### src/hw/speed_mode_pkg.sv
/*
 Constants for the speed operating mode controller: parameter
 index/subindex of its two registers, status bit positions, reset
 values and state codes.
 Assumes one control clock and a parameter access port that names
 each register by index and subindex.
*/
package speed_mode_pkg;

    // ==========================================================
    // Register addressing (index:subindex)
    localparam logic [7:0] IDX_SPEED_MODE      = 8'h24;
    localparam logic [7:0] SIDX_SETPOINT       = 8'h01;
    localparam logic [7:0] SIDX_STATUS         = 8'h02;

    // ==========================================================
    // Widths and reset values
    localparam int         SPEED_W             = 32;
    localparam int         STATUS_W            = 16;
    localparam int         PIN_W               = 4;
    localparam logic [31:0] SETPOINT_RST       = 32'h0000_0000;
    localparam logic [15:0] STATUS_RST         = 16'h0000;
    localparam logic [31:0] STEP_MIN           = 32'h0000_0001;

    // ==========================================================
    // Status word bit positions
    localparam int         ST_POS_LIMIT        = 0;
    localparam int         ST_NEG_LIMIT        = 1;
    localparam int         ST_HARDWARE_STOP_INPUT          = 2;
    localparam int         ST_REF_ERR          = 3;
    localparam int         ST_SOFT_POS         = 5;
    localparam int         ST_SOFT_NEG         = 6;
    localparam int         ST_SOFT_STOP        = 7;
    localparam int         ST_REACHED          = 13;
    localparam int         ST_END              = 14;
    localparam int         ST_ERR              = 15;

    // ==========================================================
    // Mode states, one-hot
    typedef enum logic [2:0] {
        ST_IDLE  = 3'b001,
        ST_RUN   = 3'b010,
        ST_FAULT = 3'b100
    } mode_state_t;

endpackage : speed_mode_pkg

### src/hw/pin_sync.sv
/*
 Two flip-flop synchroniser for a group of level inputs.
 Assumes the inputs are slow levels from pins; no pulse capture.
*/
`timescale 1ns/1ps
module pin_sync #(
    parameter int WIDTH = 1
) (
    // Clock and reset
    input  wire logic             clk,
    input  wire logic             rst_n,
    // Levels
    input  wire logic [WIDTH-1:0] async_in,
    output      logic [WIDTH-1:0] sync_out
);
    logic [WIDTH-1:0] meta_ff;
    logic [WIDTH-1:0] sync_ff;

    // ==========================================================
    // Stage one is only read by stage two
    always_ff @(posedge clk) begin
        if (!rst_n) begin
            meta_ff <= '0;
            sync_ff <= '0;
        end else begin
            meta_ff <= async_in;
            sync_ff <= meta_ff;
        end
    end

    assign sync_out = sync_ff;

endmodule : pin_sync

### src/hw/ramp_step.sv
/*
 One step of a linear speed ramp: moves the present reference toward
 the target by at most one step, never overshooting.
 Assumes signed speeds and an unsigned step; purely combinational.
*/
`timescale 1ns/1ps
module ramp_step (
    // Operands
    input  wire logic signed [31:0] cur_speed,
    input  wire logic signed [31:0] goal_speed,
    input  wire logic        [31:0] step,
    // Result
    output      logic signed [31:0] next_speed
);
    logic signed [33:0] gap;
    logic signed [33:0] step_w;

    // ==========================================================
    // Wide arithmetic so a full-scale reversal cannot wrap
    always_comb begin
        gap    = 34'(goal_speed) - 34'(cur_speed);
        step_w = $signed({2'b00, step});
        if (gap > step_w) begin
            next_speed = 32'(34'(cur_speed) + step_w);
        end else if (gap < -step_w) begin
            next_speed = 32'(34'(cur_speed) - step_w);
        end else begin
            next_speed = goal_speed;
        end
    end

endmodule : ramp_step

### src/hw/servo_speed_mode_control.sv
/*
 Speed operating mode of a servo positioning controller. A write of
 the signed setpoint starts the mode; the speed reference ramps to it
 and holds it with no end position. A status word reports reached,
 finished, error and the cause of a stop.
 Assumes: limit switches, hardware stop and reference error arrive on
 pins; soft limits, soft stop, ramp step and actual speed come from
 logic on the same clock. Parameter accesses are single-cycle strobes.
*/
`timescale 1ns/1ps

// Contract
// Setpoint write enters speed mode, starts acceleration
// Hold commanded speed until new write or fault
// Finished when speed difference zero or fault
// Setpoint register signed 32-bit, RW, default zero
// Status bits 13 reached, 14 end, 15 error
// Status bits 0-3, 5-7 give stop causes
// New setpoint accepted while moving, no stop
// Positioning range limits never stop speed mode
// Ramp values latched only at setpoint write
// Reset clears status, zero setpoint, stays idle
module servo_speed_mode_control
    import speed_mode_pkg::*;
(
    // Clock and reset
    input  wire logic                CLK,
    input  wire logic                RST_N,
    // Parameter access port
    input  wire logic [7:0]          REG_INDEX,
    input  wire logic [7:0]          REG_SUBINDEX,
    input  wire logic                REG_WR,
    input  wire logic                REG_RD,
    input  wire logic [31:0]         REG_WDATA,
    output      logic [31:0]         REG_RDATA,
    output      logic                REG_RVALID,
    output      logic                REG_ERR,
    // Stop cause pins
    input  wire logic                POSITIVE_LIMIT_SWITCH,
    input  wire logic                NEGATIVE_LIMIT_SWITCH,
    input  wire logic                HARDWARE_STOP_INPUT,
    input  wire logic                REFERENCE_ERROR,
    // Internal stop causes
    input  wire logic                SOFT_POSITIVE_LIMIT,
    input  wire logic                SOFT_NEGATIVE_LIMIT,
    input  wire logic                SOFT_STOP_REQUEST,
    // Ramp parameter and drive feedback
    input  wire logic [31:0]         RAMP_STEP,
    input  wire logic signed [31:0]  ACTUAL_SPEED,
    // Drive command
    output      logic signed [31:0]  SPEED_REF,
    output      logic                MODE_ACTIVE
);

    // ==========================================================
    // Declarations
    logic [PIN_W-1:0]        pins_sync;
    logic                    pos_lim;
    logic                    neg_lim;
    logic                    hardware_stop_input;
    logic                    ref_err;
    logic                    wr_setpoint;
    logic                    rd_setpoint;
    logic                    rd_status;
    logic                    any_cause;
    logic [STATUS_W-1:0]     cause_bits;
    logic signed [31:0]      ramp_goal;
    logic signed [31:0]      ramp_next;

    mode_state_t             state_ff;
    mode_state_t             nxt_state;
    logic signed [31:0]      target_ff;
    logic signed [31:0]      nxt_target;
    logic [31:0]             step_ff;
    logic [31:0]             nxt_step;
    logic signed [31:0]      ref_ff;
    logic signed [31:0]      nxt_ref;
    logic [STATUS_W-1:0]     status_ff;
    logic [STATUS_W-1:0]     nxt_status;
    logic [31:0]             rdata_ff;
    logic [31:0]             nxt_rdata;
    logic                    rvalid_ff;
    logic                    rerr_ff;
    logic                    nxt_rerr;

    // ==========================================================
    // Pin inputs pass two flops before any use
    pin_sync #(
        .WIDTH (PIN_W)
    ) u_pin_sync (
        .clk      (CLK),
        .rst_n    (RST_N),
        .async_in ({REFERENCE_ERROR, HARDWARE_STOP_INPUT,
                    NEGATIVE_LIMIT_SWITCH, POSITIVE_LIMIT_SWITCH}),
        .sync_out (pins_sync)
    );

    assign pos_lim = pins_sync[0];
    assign neg_lim = pins_sync[1];
    assign hardware_stop_input = pins_sync[2];
    assign ref_err = pins_sync[3];

    // ==========================================================
    // Address decode
    assign wr_setpoint = REG_WR && (REG_INDEX == IDX_SPEED_MODE)
                         && (REG_SUBINDEX == SIDX_SETPOINT);
    assign rd_setpoint = REG_RD && (REG_INDEX == IDX_SPEED_MODE)
                         && (REG_SUBINDEX == SIDX_SETPOINT);
    assign rd_status   = REG_RD && (REG_INDEX == IDX_SPEED_MODE)
                         && (REG_SUBINDEX == SIDX_STATUS);

    // ==========================================================
    // Stop causes; no positioning range term enters here, so passing
    // the range boundaries never stops the mode
    always_comb begin
        cause_bits               = '0;
        cause_bits[ST_POS_LIMIT] = pos_lim;
        cause_bits[ST_NEG_LIMIT] = neg_lim;
        cause_bits[ST_HARDWARE_STOP_INPUT]   = hardware_stop_input;
        cause_bits[ST_REF_ERR]   = ref_err;
        cause_bits[ST_SOFT_POS]  = SOFT_POSITIVE_LIMIT;
        cause_bits[ST_SOFT_NEG]  = SOFT_NEGATIVE_LIMIT;
        cause_bits[ST_SOFT_STOP] = SOFT_STOP_REQUEST;
        any_cause                = |cause_bits;
    end

    // ==========================================================
    // Ramp generator; in a fault the reference falls to standstill
    assign ramp_goal = (state_ff == ST_FAULT) ? 32'sh0 : target_ff;

    ramp_step u_ramp_step (
        .cur_speed  (ref_ff),
        .goal_speed (ramp_goal),
        .step       (step_ff),
        .next_speed (ramp_next)
    );

    // ==========================================================
    // Mode sequencing, setpoint and ramp latch
    always_comb begin
        nxt_state  = state_ff;
        nxt_target = target_ff;
        nxt_step   = step_ff;
        nxt_ref    = ref_ff;
        case (state_ff)
            ST_IDLE: begin
                nxt_ref = ref_ff;
            end
            ST_RUN: begin
                nxt_ref = ramp_next;
                if (any_cause) begin
                    nxt_state = ST_FAULT;
                end
            end
            ST_FAULT: begin
                nxt_ref = ramp_next;
            end
            default: begin
                nxt_state = ST_IDLE;
            end
        endcase
        // A write retargets at once, even mid-ramp
        if (wr_setpoint) begin
            nxt_target = $signed(REG_WDATA);
            nxt_state  = any_cause ? ST_FAULT : ST_RUN;
            // Zero step would stall the ramp forever
            nxt_step   = (RAMP_STEP == '0) ? STEP_MIN : RAMP_STEP;
        end
    end

    always_ff @(posedge CLK) begin
        if (!RST_N) begin
            state_ff  <= ST_IDLE;
            target_ff <= SETPOINT_RST;
            step_ff   <= STEP_MIN;
            ref_ff    <= 32'sh0;
        end else begin
            state_ff  <= nxt_state;
            target_ff <= nxt_target;
            step_ff   <= nxt_step;
            ref_ff    <= nxt_ref;
        end
    end

    // ==========================================================
    // Status word; a write clears it for the new run, but an event seen
    // in the same cycle while in ST_RUN still lands (set wins over clear)
    always_comb begin
        nxt_status = status_ff;
        if (wr_setpoint) begin
            nxt_status = STATUS_RST;
        end
        if (state_ff == ST_RUN && any_cause) begin
            nxt_status              = nxt_status | cause_bits;
            nxt_status[ST_END]      = 1'b1;
            nxt_status[ST_ERR]      = 1'b1;
            nxt_status[ST_REACHED]  = 1'b0;
        end else if (state_ff == ST_RUN && !wr_setpoint
                     && ref_ff == target_ff
                     && ACTUAL_SPEED == target_ff) begin
            nxt_status[ST_REACHED]  = 1'b1;
            nxt_status[ST_END]      = 1'b1;
        end
    end

    always_ff @(posedge CLK) begin
        if (!RST_N) begin
            status_ff <= STATUS_RST;
        end else begin
            status_ff <= nxt_status;
        end
    end

    // ==========================================================
    // Read answers, one cycle after the strobe; status is read-only
    always_comb begin
        nxt_rdata = 32'h0000_0000;
        nxt_rerr  = 1'b0;
        if (rd_setpoint) begin
            nxt_rdata = target_ff;
        end else if (rd_status) begin
            nxt_rdata = {16'h0000, status_ff};
        end else if (REG_RD) begin
            nxt_rerr  = 1'b1;
        end
        if (REG_WR && !wr_setpoint) begin
            nxt_rerr  = 1'b1;
        end
    end

    always_ff @(posedge CLK) begin
        if (!RST_N) begin
            rdata_ff  <= 32'h0000_0000;
            rvalid_ff <= 1'b0;
            rerr_ff   <= 1'b0;
        end else begin
            rdata_ff  <= nxt_rdata;
            rvalid_ff <= REG_RD;
            rerr_ff   <= nxt_rerr;
        end
    end

    // ==========================================================
    // Outputs, all straight from flops
    assign REG_RDATA   = rdata_ff;
    assign REG_RVALID  = rvalid_ff;
    assign REG_ERR     = rerr_ff;
    assign SPEED_REF   = ref_ff;
    assign MODE_ACTIVE = state_ff[1];        // One-hot bit of ST_RUN, no gate
endmodule : servo_speed_mode_control

### config.mk
export PLATFORM = sky130hd
export DESIGN_NAME = servo_speed_mode_control
export DESIGN_NICKNAME = d
export VERILOG_FILES = /design/src/hw/speed_mode_pkg.sv /design/src/hw/pin_sync.sv /design/src/hw/ramp_step.sv /design/src/hw/servo_speed_mode_control.sv
export SDC_FILE = /design/constraint.sdc
export NUM_CORES = 1
export LEC_CHECK = 0
export ABC_AREA = 1
export CAP_MARGIN = 5
export CELL_PAD_IN_SITES_DETAIL_PLACEMENT = 1
export CELL_PAD_IN_SITES_GLOBAL_PLACEMENT = 2
export CORE_ASPECT_RATIO = 0.9
export CORE_UTILIZATION = 32
export DETAILED_ROUTE_END_ITERATION = 6
export DONT_BUFFER_PORTS = 1
export GPL_TIMING_DRIVEN = 0
export PLACE_DENSITY_LB_ADDON = 0.05
export SYNTH_ARGS = -nofsm -noshare
export SYNTH_HDL_FRONTEND = slang
export SYNTH_SLANG_ARGS = --single-unit
### constraint.sdc
create_clock -name CLK -period 4.7 [get_ports CLK]
set_input_delay 1.41 -clock CLK [delete_from_list [all_inputs] [get_ports CLK]]
set_output_delay 1.41 -clock CLK [all_outputs]
set_load 0.005 [all_outputs]
# Word level (Yosys, flattened, before mapping)
# Cells that the tools add are included.
# word_totals
input_bits	123
mem_bits_ro	0
out_inout_bits	67
register_bits	157
mem_count	0
latch_bits	0
mem_bits_rw	0
# classes
eq_ne	10
n_mux	19
shifts	0
reduce_logical	17
n_lt_le_gt_ge	2
n_div	0
addsub	4
mul	0
bitwise_logic	2
# op_table
cell	count
$mux 32	5
$eq 32x32->1	2
$gt 34x33->1	1
$lt 34x34->1	1
$neg 32->34	1
$sub 32x32->33	1
$add 32x32->32	1
$logic_not 32->1	1
$mux 16	2
$sub 32x32->32	1
$mux 13	1
$or 13x8->13	1
$logic_and 1x1->1	10
$mux 3	3
$eq 8x1->1 const B	1
$eq 8x2->1 const B	1
$eq 8x6->1 const B	1
$reduce_or 7->1	1
$pmux 3 s2	1
$reduce_or 2->1	3
$mux 1	5
$mux 2	2
$eq 3x1->1 const B	1
$eq 3x2->1 const B	1
other kinds (6)	6

# Logic depth before layout (Yosys ltp)
# Gate-level depths: netlist of run 1.
# depth
depth_word	9
depth_mapped	42
ltp_nobuf	40

# Hierarchy
# Synthesis of run 1 repeated with hierarchy kept, for this count alone.
# hier_totals
hier_cells	2377
hier_area_um2	15015.7
# by_module_without_submodules
module	area_each_um2	n_inst	cells_each	seq_area_each_um2
ramp_step	8501.9	1	1465	0.0
servo_speed_mode_control	6288.5	1	887	2862.7
pin_sync	225.2	1	25	160.2

# Least setup slack after synthesis of run 1
# No wires, ideal clock.
# synth_timing
path_kind	register to register
from	reg state_ff[2]
to	reg ref_ff[31], in the netlist SPEED_REF[31]
path_slack_ns	0.050
path_stages_with_launch	32
period_less_slack_ns	4.650
arrival_ns	4.541
required_time_ns	4.591
path_cell_list	dfxtp_1 -> inv_1 -> nor3_1 -> clkbuf_1 -> nor2_1 -> inv_1 -> ha_1 -> inv_1 -> fa_1 -> nand2_1 -> inv_2 -> nand2_1 -> nand2_2 -> nand2_1 -> nand2_2 -> nand2_1 -> nand2_2 -> a21oi_1 -> o21bai_1 -> a21oi_1 -> o21ai_0 -> a21oi_1 -> xnor2_1 -> ha_1 -> nand2_1 -> nor4_1 -> nand4_1 -> clkbuf_1 -> nand4_1 -> nand3_1 -> nand2_1 -> inv_1
# synth_via
elab_chain_cells	6
word_cells_on_any_way	9
cone_classes	1 x add/sub; 2 x order compare; 2 x eq/ne; 3 x mux; 1 x reduce/logical
# synth_rtl
element	line_no	text
from (decl)	servo_speed_mode_control.sv:70	mode_state_t state_ff;
from (signal assigned)	servo_speed_mode_control.sv:178	state_ff <= nxt_state;
$eq 3x3->1	servo_speed_mode_control.sv:129, servo_speed_mode_control.sv:145	
$mux 32	servo_speed_mode_control.sv:129	assign ramp_goal = (state_ff == ST_FAULT) ? 32'sh0 : target_ff;
$sub 32x32->33	ramp_step.sv:21	gap = 34'(goal_speed) - 34'(cur_speed);
$lt 34x34->1	ramp_step.sv:25	end else if (gap < -step_w) begin
$mux 32	ramp_step.sv:25	
$mux 32	ramp_step.sv:23	if (gap > step_w) begin
to (signal assigned)	servo_speed_mode_control.sv:181	ref_ff <= nxt_ref;
to (decl)	servo_speed_mode_control.sv:76	logic signed [31:0] ref_ff;
# Several ways; a longest one is shown, not always the timed one.
# A chain may end at the register's enable or synchronous reset.

# Worst setup path after layout of run 1
# layout_timing
from	reg state_ff[0]
to	reg ref_ff[25], in the netlist SPEED_REF[25]
# The elaborated chain is that of the path after synthesis.

==> qor.txt, run 1 <==
main combinational cell family by area after synthesis = simple AND/OR/NAND/NOR gates
Max IR drop VDD = 0.0002456 V
number of synthesized flops with an enable pin = 0
top cell type's share of synthesized area = 0.2089
synth unique cells = 56
P&R area growth vs syn = 27.04%
Clk pin slew, worst setup/hold paths = 0.08 ns
Place WS = -2.350 ns
Starting Density = 0.3260
Core Util, Final = 0.4141
drt pass-1 iters = 5
RSZ-0062 raised after global routing = true
DR vias = 15.56k
Least-Margin Pin Slew = 1.183 ns
run status = finished with violations
Routed Antenna Nets = 0
WP data required = 5.09 ns
Worst path slowest cell = ha_1
Seq/Total Area, Yosys = 0.2089
Synth Cell Area = 14470 sq um
Crit path largest cell delay = 0.36 ns
cell count after synthesis = 2264
Vias/cell = 5.241
Hold/Removal Path Class = flop to flop
CTS tree = done
Max Clock Freq = 207.0 MHz
Mapped Avg Cell Area = 6.391 sq um
post-synthesis compound-gate area fraction = 0.1530
max-cap violation count = 0
largest net degree at the start of global routing = 17
ys async rst share = 0
gr ovfl total = 0
total CTS buffers = 17
Synth Flop Type = dfxtp_1
Syn Nets = 2547
Leak = 8.711 nW
failing checks = setup timing
Antenna diodes = 0
CTS H-tree depth = 4
CTS root buf = clkbuf_16
Port Buffers = 0
final net count = 2639
largest buffer count on any clock path = 2
commonest non-fill, non-tap cell in the layout = nand2_1
drc violations = 0
Simple-Gate Fraction of Synth Area = 0.2935
Clock Latency Late Sink = 0.49 ns
worst rel slew slack = 0.2082
die area = 46070 sq um
core box area = 44390 sq um
worst setup path class = flop to flop
Synth Area in Adders = 0.1399
layout cells sized above 1 = 0.1760
Die H = 203.7 um
setup ws final = -0.1312 ns
max-slew violations = 0
fin crit period = 4.831 ns
Die W = 226.2 um
tightest hold margin = 0.4189 ns
GRT Overall Usage = 0.2902
CTS Sinks = 151
xor/xnor share of the synthesized area = 0.08716
Power Total = 0.002830 W
Synth area leaders = dfxtp_1 21%, ha_1 14%, nand2_1 12%
dpl hpwl = 55800 um
PD cells = 154.0 nW/um^2
# setup viols final = 32
initial antenna violation count = 1
Critical Path End Type = flop
I/O pin count = 190
final period utilization = 1.028
most frequent cells in the layout = 408 x nand2_1, 325 x inv_1, 179 x a21oi_1
crit path DAT = 5.22 ns
first-pass GRT wire length = 98570 um
Post-Route WL = 67490 um
skew final = 0.01493 ns
CP most frequent cell = nand2_1
vias in the first global route = 15.84k
FP Rows = 73
dominant cell type by area after synthesis = dfxtp_1
Worst setup SP type = flop
Crit Path Max Fanout = 8
CTS Hold Bufs = 0
setup TNS = -3.019 ns
post-synthesis mux area share = 0
WL/cell = 22.73 um
number of synthesized register bits = 151
Routability Congestion = 0.8961
1st-iter DRT viols = 868
Fin. Hold Viols = 0
Yosys warning count = 0
Yosys cell counts (4+ instances only):
cell type	n
nor3_1	24
o21bai_1	13
a21oi_1	197
inv_1	337
buf_4	12
a21o_1	5
a211oi_1	9
o21ai_0	125
inv_2	9
xor2_1	99
nor4_1	25
a31oi_1	6
ha_1	157
xnor2_1	45
nand3b_1	4
o21ai_1	5
nand3_1	158
nand4_1	62
o22ai_1	15
dfxtp_1	151
nor2_2	7
o211ai_1	10
buf_2	7
nor2_1	193
nand3_2	4
nand2_1	473
nand2_2	8
clkbuf_1	61
final cells by class:
| cell class | instances | area [sq um] |
|---|---|---|
| fill | 5657 | 26010 |
| multi-input combinational | 1680 | 11420 |
| sequential | 151 | 3029 |
| inverter | 349 | 1313 |
| tap | 600 | 750.7 |
| timing repair buffer | 73 | 734.5 |
| buffer | 84 | 541.8 |
| clock buffer | 18 | 439.2 |
| clock inverter | 14 | 153.9 |
cells by family after synthesis:
logic type / count (synthesis)
compound gates: 405
fa+ha+maj: 160
buf+inv: 433
flops: 151
xor+xnor: 144
simple gates: 971
state kept, by name (all words and copies together) (netlist names), 3 cells and up:
register / cells
REG_RDATA: 32
SPEED_REF: 32
state_ff: 3
status_ff: 10
step_ff: 32
target_ff: 32
u_pin_sync.meta_ff: 4
u_pin_sync.sync_out: 4
path summary, 6_finish.rpt:
kind / cells after the start / from / slack, ns / endpoint
worst min-delay path: 2 / u_pin_sync.meta_ff[1] / 0.42 / u_pin_sync.sync_out[1]
worst min register to register: 2 / u_pin_sync.meta_ff[1] / 0.42 / u_pin_sync.sync_out[1]
worst max-delay path: 34 / state_ff[0] / -0.13 / SPEED_REF[25]
worst max register to register: 34 / state_ff[0] / -0.13 / SPEED_REF[25]
timing repair:
action / in CTS / in global routing
resized for setup: 183 / 219
endpoints found under the setup margin: 32 / 32
pin swaps: 55 / 193
buffers inserted: 33 / 32
cloned: 5 / 4
layer usage:
metal,track usage,vias up,part of all wire
li1,-,7601,-
met4,0.07939,0,0.020
met1,0.4150,7635,0.50
met2,0.4544,280,0.44
met3,0.03587,46,0.041
met5,0,-,0
critical path: cells and delay by family (launching register included):
family                   cells  cell delay, ns
AO/OA/AOI/OAI                3            0.40
XOR/XNOR                     1            0.30
adder cells (fa/ha/maj)      2            0.63
buffers and inverters        6            0.81
flip-flops                   1            0.35
AND/OR/NAND/NOR             22            2.19
metrics by stage:
stage               std cells  instance area (sq um)
floorplan                2264                  14470
CTS                      2933                  17050
global placement         2864                  15220
finish                   2969                  18380
global route             2969                  18380
detailed placement       2864                  15220
power by group:
part | switching (W) | internal (W)
clock | 0.000702 | 0.000768
sequential | 0.00000309 | 0.00128
combinational | 0.0000488 | 0.0000244
total | 0.000754 | 0.00208
No activity file was read; power rests on OpenSTA's default activity.
==> run 2, diff against run 1 <==
--- a/config.mk
+++ b/config.mk
@@ -15,6 +15,7 @@
 export DONT_BUFFER_PORTS = 1
 export GPL_TIMING_DRIVEN = 0
 export PLACE_DENSITY_LB_ADDON = 0.05
+export REMOVE_ABC_BUFFERS = 1
 export SYNTH_ARGS = -nofsm -noshare
 export SYNTH_HDL_FRONTEND = slang
 export SYNTH_SLANG_ARGS = --single-unit
==> run 2 against run 1 <==
Effect of this change:
- the run still ends with setup timing left
- die area unchanged
- register-to-register slack barely moved
- sequential power is essentially flat
- routed wire length shrank 5.9%
- non-clock buffer count down 64
- worst hold slack improved by 0.0041 ns
- critical path type unchanged
==> qor.txt, run 2 (synthesized netlist as in run 1, its figures left out) <==
GRT Overall Usage = 0.2712 (-0.01903)
gr ovfl total = 0 (unchanged)
RSZ-0062 raised after global routing = true
Die H = 203.7 um (unchanged)
Max IR drop VDD = 0.0002696 V (+9.7%)
Hold/Removal Path Class = flop to flop
Leak = 8.505 nW (-2.4%)
largest buffer count on any clock path = 2 (unchanged)
fin crit period = 4.822 ns (-0.008962 ns)
max-cap violation count = 0 (unchanged)
CTS root buf = clkbuf_16
Port Buffers = 0 (unchanged)
Routed Antenna Nets = 0 (unchanged)
P&R area growth vs syn = 23.10%
initial antenna violation count = 0 (-1)
max-slew violations = 0 (unchanged)
Worst path slowest cell = dfxtp_4
DR vias = 15.30k (-1.7%)
CP Buf/Inv Count = 7 (+1)
1st-iter DRT viols = 849 (-2.2%)
Clk pin slew, worst setup/hold paths = 0.08 ns (about the same)
Die W = 226.2 um (unchanged)
Top delay family on crit path = simple AND/OR/NAND/NOR gates
Least-Margin Pin Slew = 0.9894 ns (-0.1940 ns)
run status = finished with violations
WP data required = 5.10 ns (about the same)
failing checks = setup timing
Hold Path Stages = 2 (unchanged)
dpl cells = 2790 (-2.6%)
FP Rows = 73 (unchanged)
first-pass GRT wire length = 92870 um (-5.8%)
final period utilization = 1.026 (-0.001907)
core box area = 44390 sq um (unchanged)
largest net degree at the start of global routing = 89 (+72)
# setup viols final = 32 (unchanged)
Power Total = 0.002813 W (-0.60%)
worst setup path class = flop to flop
vias in the first global route = 15.34k (-3.2%)
number of non-filler instances in the completed layout = 2913 (-1.9%)
PD cells = 157.9 nW/um^2 (+2.6%)
Worst setup SP type = flop
die area = 46070 sq um (unchanged)
dpl hpwl = 48430 um (-13%)
total CTS buffers = 17 (unchanged)
Worst path depth = 32 (-5.9%)
CTS tree = done
Fin. Hold Viols = 0 (unchanged)
setup TNS = -2.348 ns (+0.6711 ns)
crit path DAT = 5.22 ns (about the same)
Register-to-Register Path Depth = 32 (-5.9%)
Post-Route WL = 63500 um (-5.9%)
Routability Congestion = 0.9006 (+0.50%)
Critical Path End Type = flop
drc violations = 0 (unchanged)
Crit Path Max Fanout = 11 (+3)
final net count = 2582 (-2.2%)
Crit path largest cell delay = 0.37 ns (about the same)
drt pass-1 iters = 5 (unchanged)
commonest non-fill, non-tap cell in the layout = nand2_1
Vias/cell = 5.251 (+0.18%)
WL/cell = 21.80 um (-4.1%)
Starting Density = 0.3260 (unchanged)
Max Clock Freq = 207.4 MHz (+0.19%)
most frequent cells in the layout = 428 x nand2_1, 327 x inv_1, 182 x a21oi_1
CTS H-tree depth = 4 (unchanged)
layout cells sized above 1 = 0.1518 (-0.02421)
worst rel slew slack = 0.3404 (+0.1322)
CTS Sinks = 151 (unchanged)
CP most frequent cell = nand2_1
Place WS = -2.423 ns (-0.07373 ns)
skew final = 0.01472 ns (-0.0002182 ns)
setup ws final = -0.1223 ns (+0.008962 ns)
I/O pin count = 190 (unchanged)
Clock Latency Late Sink = 0.50 ns (about the same)
==> run 2: changes by cell type in the layout (fill, tap and decap cells not counted), moves of 15 or more <==
cell      before  now
clkbuf_1      54    0
nand3_1      106  140
nand3_4       30    7
nand2_1      408  428
nand2_2       58   39
nor2_2        30   13
nor2_1       161  176
==> run 2: worst reg2reg max path, delay by kind of cell, from the launching register on <==
family / cells / cell delay (ns)
xor gates and xnor gates: 1 / 0.32
and+or+nand+nor: 17 / 1.78
buffers and inverters: 7 / 0.84
adders and majority gates: 2 / 0.60
AOI/OAI and AO/OA: 5 / 0.82
DFF: 1 / 0.37
==> run 2: worst paths after layout <==
path | startpoint | end | slack (ns)
setup / recovery | state_ff[0] | SPEED_REF[18] | -0.12
hold / removal | u_pin_sync.meta_ff[0] | u_pin_sync.sync_out[0] | 0.42
setup reg to reg | state_ff[0] | SPEED_REF[18] | -0.12
hold reg to reg | u_pin_sync.meta_ff[0] | u_pin_sync.sync_out[0] | 0.42
==> run 2: metal layers <==
layer	routed length, um	track usage	vias up
met2	26710	0.3969	327
met1	32400	0.3990	7428
met5	0	0	-
met4	1225	0.07843	0
met3	3163	0.04898	45
li1	-	-	7496
==> run 2: cell type report <==
cell class	instances	area, sq um
tap	600	750.7
antenna	1	2.502
clock buffer	17	425.4
fill	5662	26580
inverter	349	1314
timing repair buffer	93	928.4
multi-input combinational	1687	11190
clock inverter	15	168.9
sequential	151	3029
==> run 2: repair_timing <==
action                                  CTS  global route
hold buffers                              0             0
gates cloned                              9             2
endpoints found under the setup margin   32            32
gates resized for setup                 143           125
hold endpoints to repair                  0             0
buffers inserted                         56            26
pin swaps                                66            75
==> run 2: report_power, final <==
| part | total, W | switching (W) | internal, W |
|---|---|---|---|
| Sequential | 0.00129 | 0.00000294 | 0.00128 |
| Combinational | 0.0000568 | 0.0000326 | 0.0000242 |
| Clock | 0.00147 | 0.000711 | 0.000759 |
==> run 2: metrics by stage <==
stage / hold slack [ns] / cell area, sq um / util
finish: 0.4229 / 17810 / 0.4013
CTS: 0.4227 / 16880 / 0.3803
floorplan: 0.3900 / 14080 / -
global route: 0.4462 / 17810 / 0.4012
detailed placement: 0.4037 / 15020 / 0.3385
global placement: 0.4051 / 14830 / 0.3341
==> run 3, diff against run 2 <==
--- a/config.mk
+++ b/config.mk
@@ -16,6 +16,7 @@
 export GPL_TIMING_DRIVEN = 0
 export PLACE_DENSITY_LB_ADDON = 0.05
 export REMOVE_ABC_BUFFERS = 1
+export SKIP_CTS_REPAIR_TIMING = 1
 export SYNTH_ARGS = -nofsm -noshare
 export SYNTH_HDL_FRONTEND = slang
 export SYNTH_SLANG_ARGS = --single-unit
==> run 3 against run 2 <==
Effect of this change:
- the flow still finishes with violations (setup timing)
- clock skew is essentially flat
- worst hold slack barely moved
- combinational power down 2%
- clock-buffer cell count is the same
- power hardly changed
- flip-flop and latch count unchanged
- worst setup slack got worse by 0.22 ns
==> qor.txt, run 3 (synthesized netlist as in run 1, its figures left out) <==
run status = finished with violations
failing checks = setup timing
Crit Path Max Fanout = 16 (+5)
drt pass-1 iters = 5 (unchanged)
RR Endpoint = SPEED_REF[4]
GRT Overall Usage = 0.2546 (-0.01660)
final period utilization = 1.074 (+0.04766)
die area = 46070 sq um (unchanged)
CTS root buf = clkbuf_16
total CTS buffers = 17 (unchanged)
PD cells = 156.9 nW/um^2 (-0.62%)
Hold/Removal Path Class = flop to flop
CTS H-tree depth = 4 (unchanged)
max-cap violation count = 0 (unchanged)
1st-iter DRT viols = 994 (+17%)
Clock Latency Late Sink = 0.49 ns (about the same)
RSZ-0062 raised after global routing = true
most frequent cells in the layout = 425 x nand2_1, 329 x inv_1, 179 x a21oi_1
fin crit period = 5.046 ns (+0.2240 ns)
vias in the first global route = 14.61k (-4.8%)
Routed Antenna Nets = 0 (unchanged)
Core Util, Final = 0.4037 (+0.002368)
WL/cell = 21.89 um (+0.44%)
CTS tree = done
worst setup path class = flop to flop
dpl hpwl = 48430 um (unchanged)
cell area after layout = 17920 sq um (+0.59%)
Clk pin slew, worst setup/hold paths = 0.07 ns (about the same)
CP most frequent cell = inv_2
Least-Margin Pin Slew = 0.9692 ns (-0.02016 ns)
Worst R2R Start = state_ff[2]
# setup viols final = 32 (unchanged)
Worst setup SP type = flop
gr ovfl total = 0 (unchanged)
Routability Congestion = 0.9006 (unchanged)
sequential power share = 0.457 (about the same)
Int Power = 0.002066 W (about the same)
Die H = 203.7 um (unchanged)
Critical Path End Type = flop
setup ws final = -0.3463 ns (-0.2240 ns)
Vias/cell = 5.296 (+0.85%)
final net count = 2584 (+0.077%)
initial antenna violation count = 0 (unchanged)
Leak = 8.551 nW (+0.54%)
Comb pwr share = 0.020 (about the same)
largest buffer count on any clock path = 2 (unchanged)
worst rel slew slack = 0.3539 (+0.01344)
FP Rows = 73 (unchanged)
Worst path slowest cell = dfxtp_2
first-pass GRT wire length = 87680 um (-5.6%)
Max Clock Freq = 198.2 MHz (-4.4%)
number of non-filler instances in the completed layout = 2916 (+0.10%)
Post-Route WL = 63840 um (+0.54%)
P&R area growth vs syn = 23.83%
Place WS = -2.423 ns (unchanged)
core box area = 44390 sq um (unchanged)
Hold Path Stages = 2 (unchanged)
skew final = 0.01492 ns (+0.0002054 ns)
Starting Density = 0.3260 (unchanged)
NetSw = 0.0007457 W (-0.10%)
Switching Share = 0.2652 (about the same)
hold path endpoint = u_pin_sync.sync_out[0]
clock share of power = 0.523 (about the same)
Cell Area, Placed = 15020 sq um (unchanged)
DR vias = 15.44k (+0.95%)
max-slew violations = 0 (unchanged)
Register-to-Register Path Depth = 33 (+3.1%)
I/O pin count = 190 (unchanged)
WP data required = 5.14 ns (+0.04 ns)
Port Buffers = 0 (unchanged)
dpl cells = 2790 (unchanged)
largest net degree at the start of global routing = 89 (unchanged)
drc violations = 0 (unchanged)
Crit path largest cell delay = 0.36 ns (about the same)
hold wc startpoint = u_pin_sync.meta_ff[0]
Die W = 226.2 um (unchanged)
R2R Setup Slk = -0.35 ns (-0.22 ns)
crit path DAT = 5.48 ns (+0.26 ns)
layout cells sized above 1 = 0.1582 (+0.006351)
CTS Sinks = 151 (unchanged)
commonest non-fill, non-tap cell in the layout = nand2_1
Power Total = 0.002812 W (about the same)
Max IR drop VDD = 0.0002684 V (-0.44%)
Fin. Hold Viols = 0 (unchanged)
run 3: changes by cell type in the layout (fill, tap and decap cells not counted), sizes merged:
cell,previous run,this run
nand3,165,166
nand2,486,489
buf,91,89
diode,1,2
run 3: area by class of cell:
| class | count | area [sq um] |
|---|---|---|
| Fill cell | 5648 | 26470 |
| Multi-Input combinational cell | 1691 | 11290 |
| Sequential cell | 151 | 3025 |
| Inverter | 349 | 1314 |
| Timing Repair Buffer | 91 | 942.2 |
| Tap cell | 600 | 750.7 |
| Clock buffer | 17 | 425.4 |
| Clock inverter | 15 | 168.9 |
| Antenna cell | 2 | 5.005 |
run 3: worst max-delay path, delay by kind of cell, from the launching register on:
kind                       cells  cell delay, ns
and+or+nand+nor               17            1.85
DFF                            1            0.36
adders and majority gates      2            0.67
buffers and inverters          9            0.96
xor gates and xnor gates       1            0.35
AOI/OAI and AO/OA              4            0.72
run 3: how the worst max path moves through the flow:
stage | depth (start not counted) | to | from
detailed placement | 33 | SPEED_REF[1] | state_ff[2]
floorplan | 30 | SPEED_REF[0] | state_ff[2]
finish | 33 | SPEED_REF[4] | state_ff[2]
CTS | 33 | SPEED_REF[1] | state_ff[2]
global route | 35 | SPEED_REF[18] | state_ff[2]
global placement | 28 | SPEED_REF[28] | state_ff[2]
run 3: power groups by stage:
stage | logic (W) | registers, W | clock network, W
floorplan | 0.0000375 | 0.00132 | 0
global placement | 0.0000490 | 0.00132 | 0
detailed placement | 0.0000519 | 0.00132 | 0
CTS | 0.0000525 | 0.00129 | 0.00151
global route | 0.0000622 | 0.00129 | 0.00155
finish | 0.0000557 | 0.00129 | 0.00147
run 3: layer usage:
layer,track usage,wire [um]
met5,0,0
met3,0.04092,3228
met1,0.3929,32390
met2,0.3599,27010
met4,0.05960,1215
run 3: stage by stage:
step	TNS, ns	hold WS [ns]
finish	-9.580	0.4231
global route	-16.20	0.4463
CTS	-78.45	0.4227
detailed placement	-76.74	0.4037
global placement	-191.58	0.4051
floorplan	-60.33	0.3900
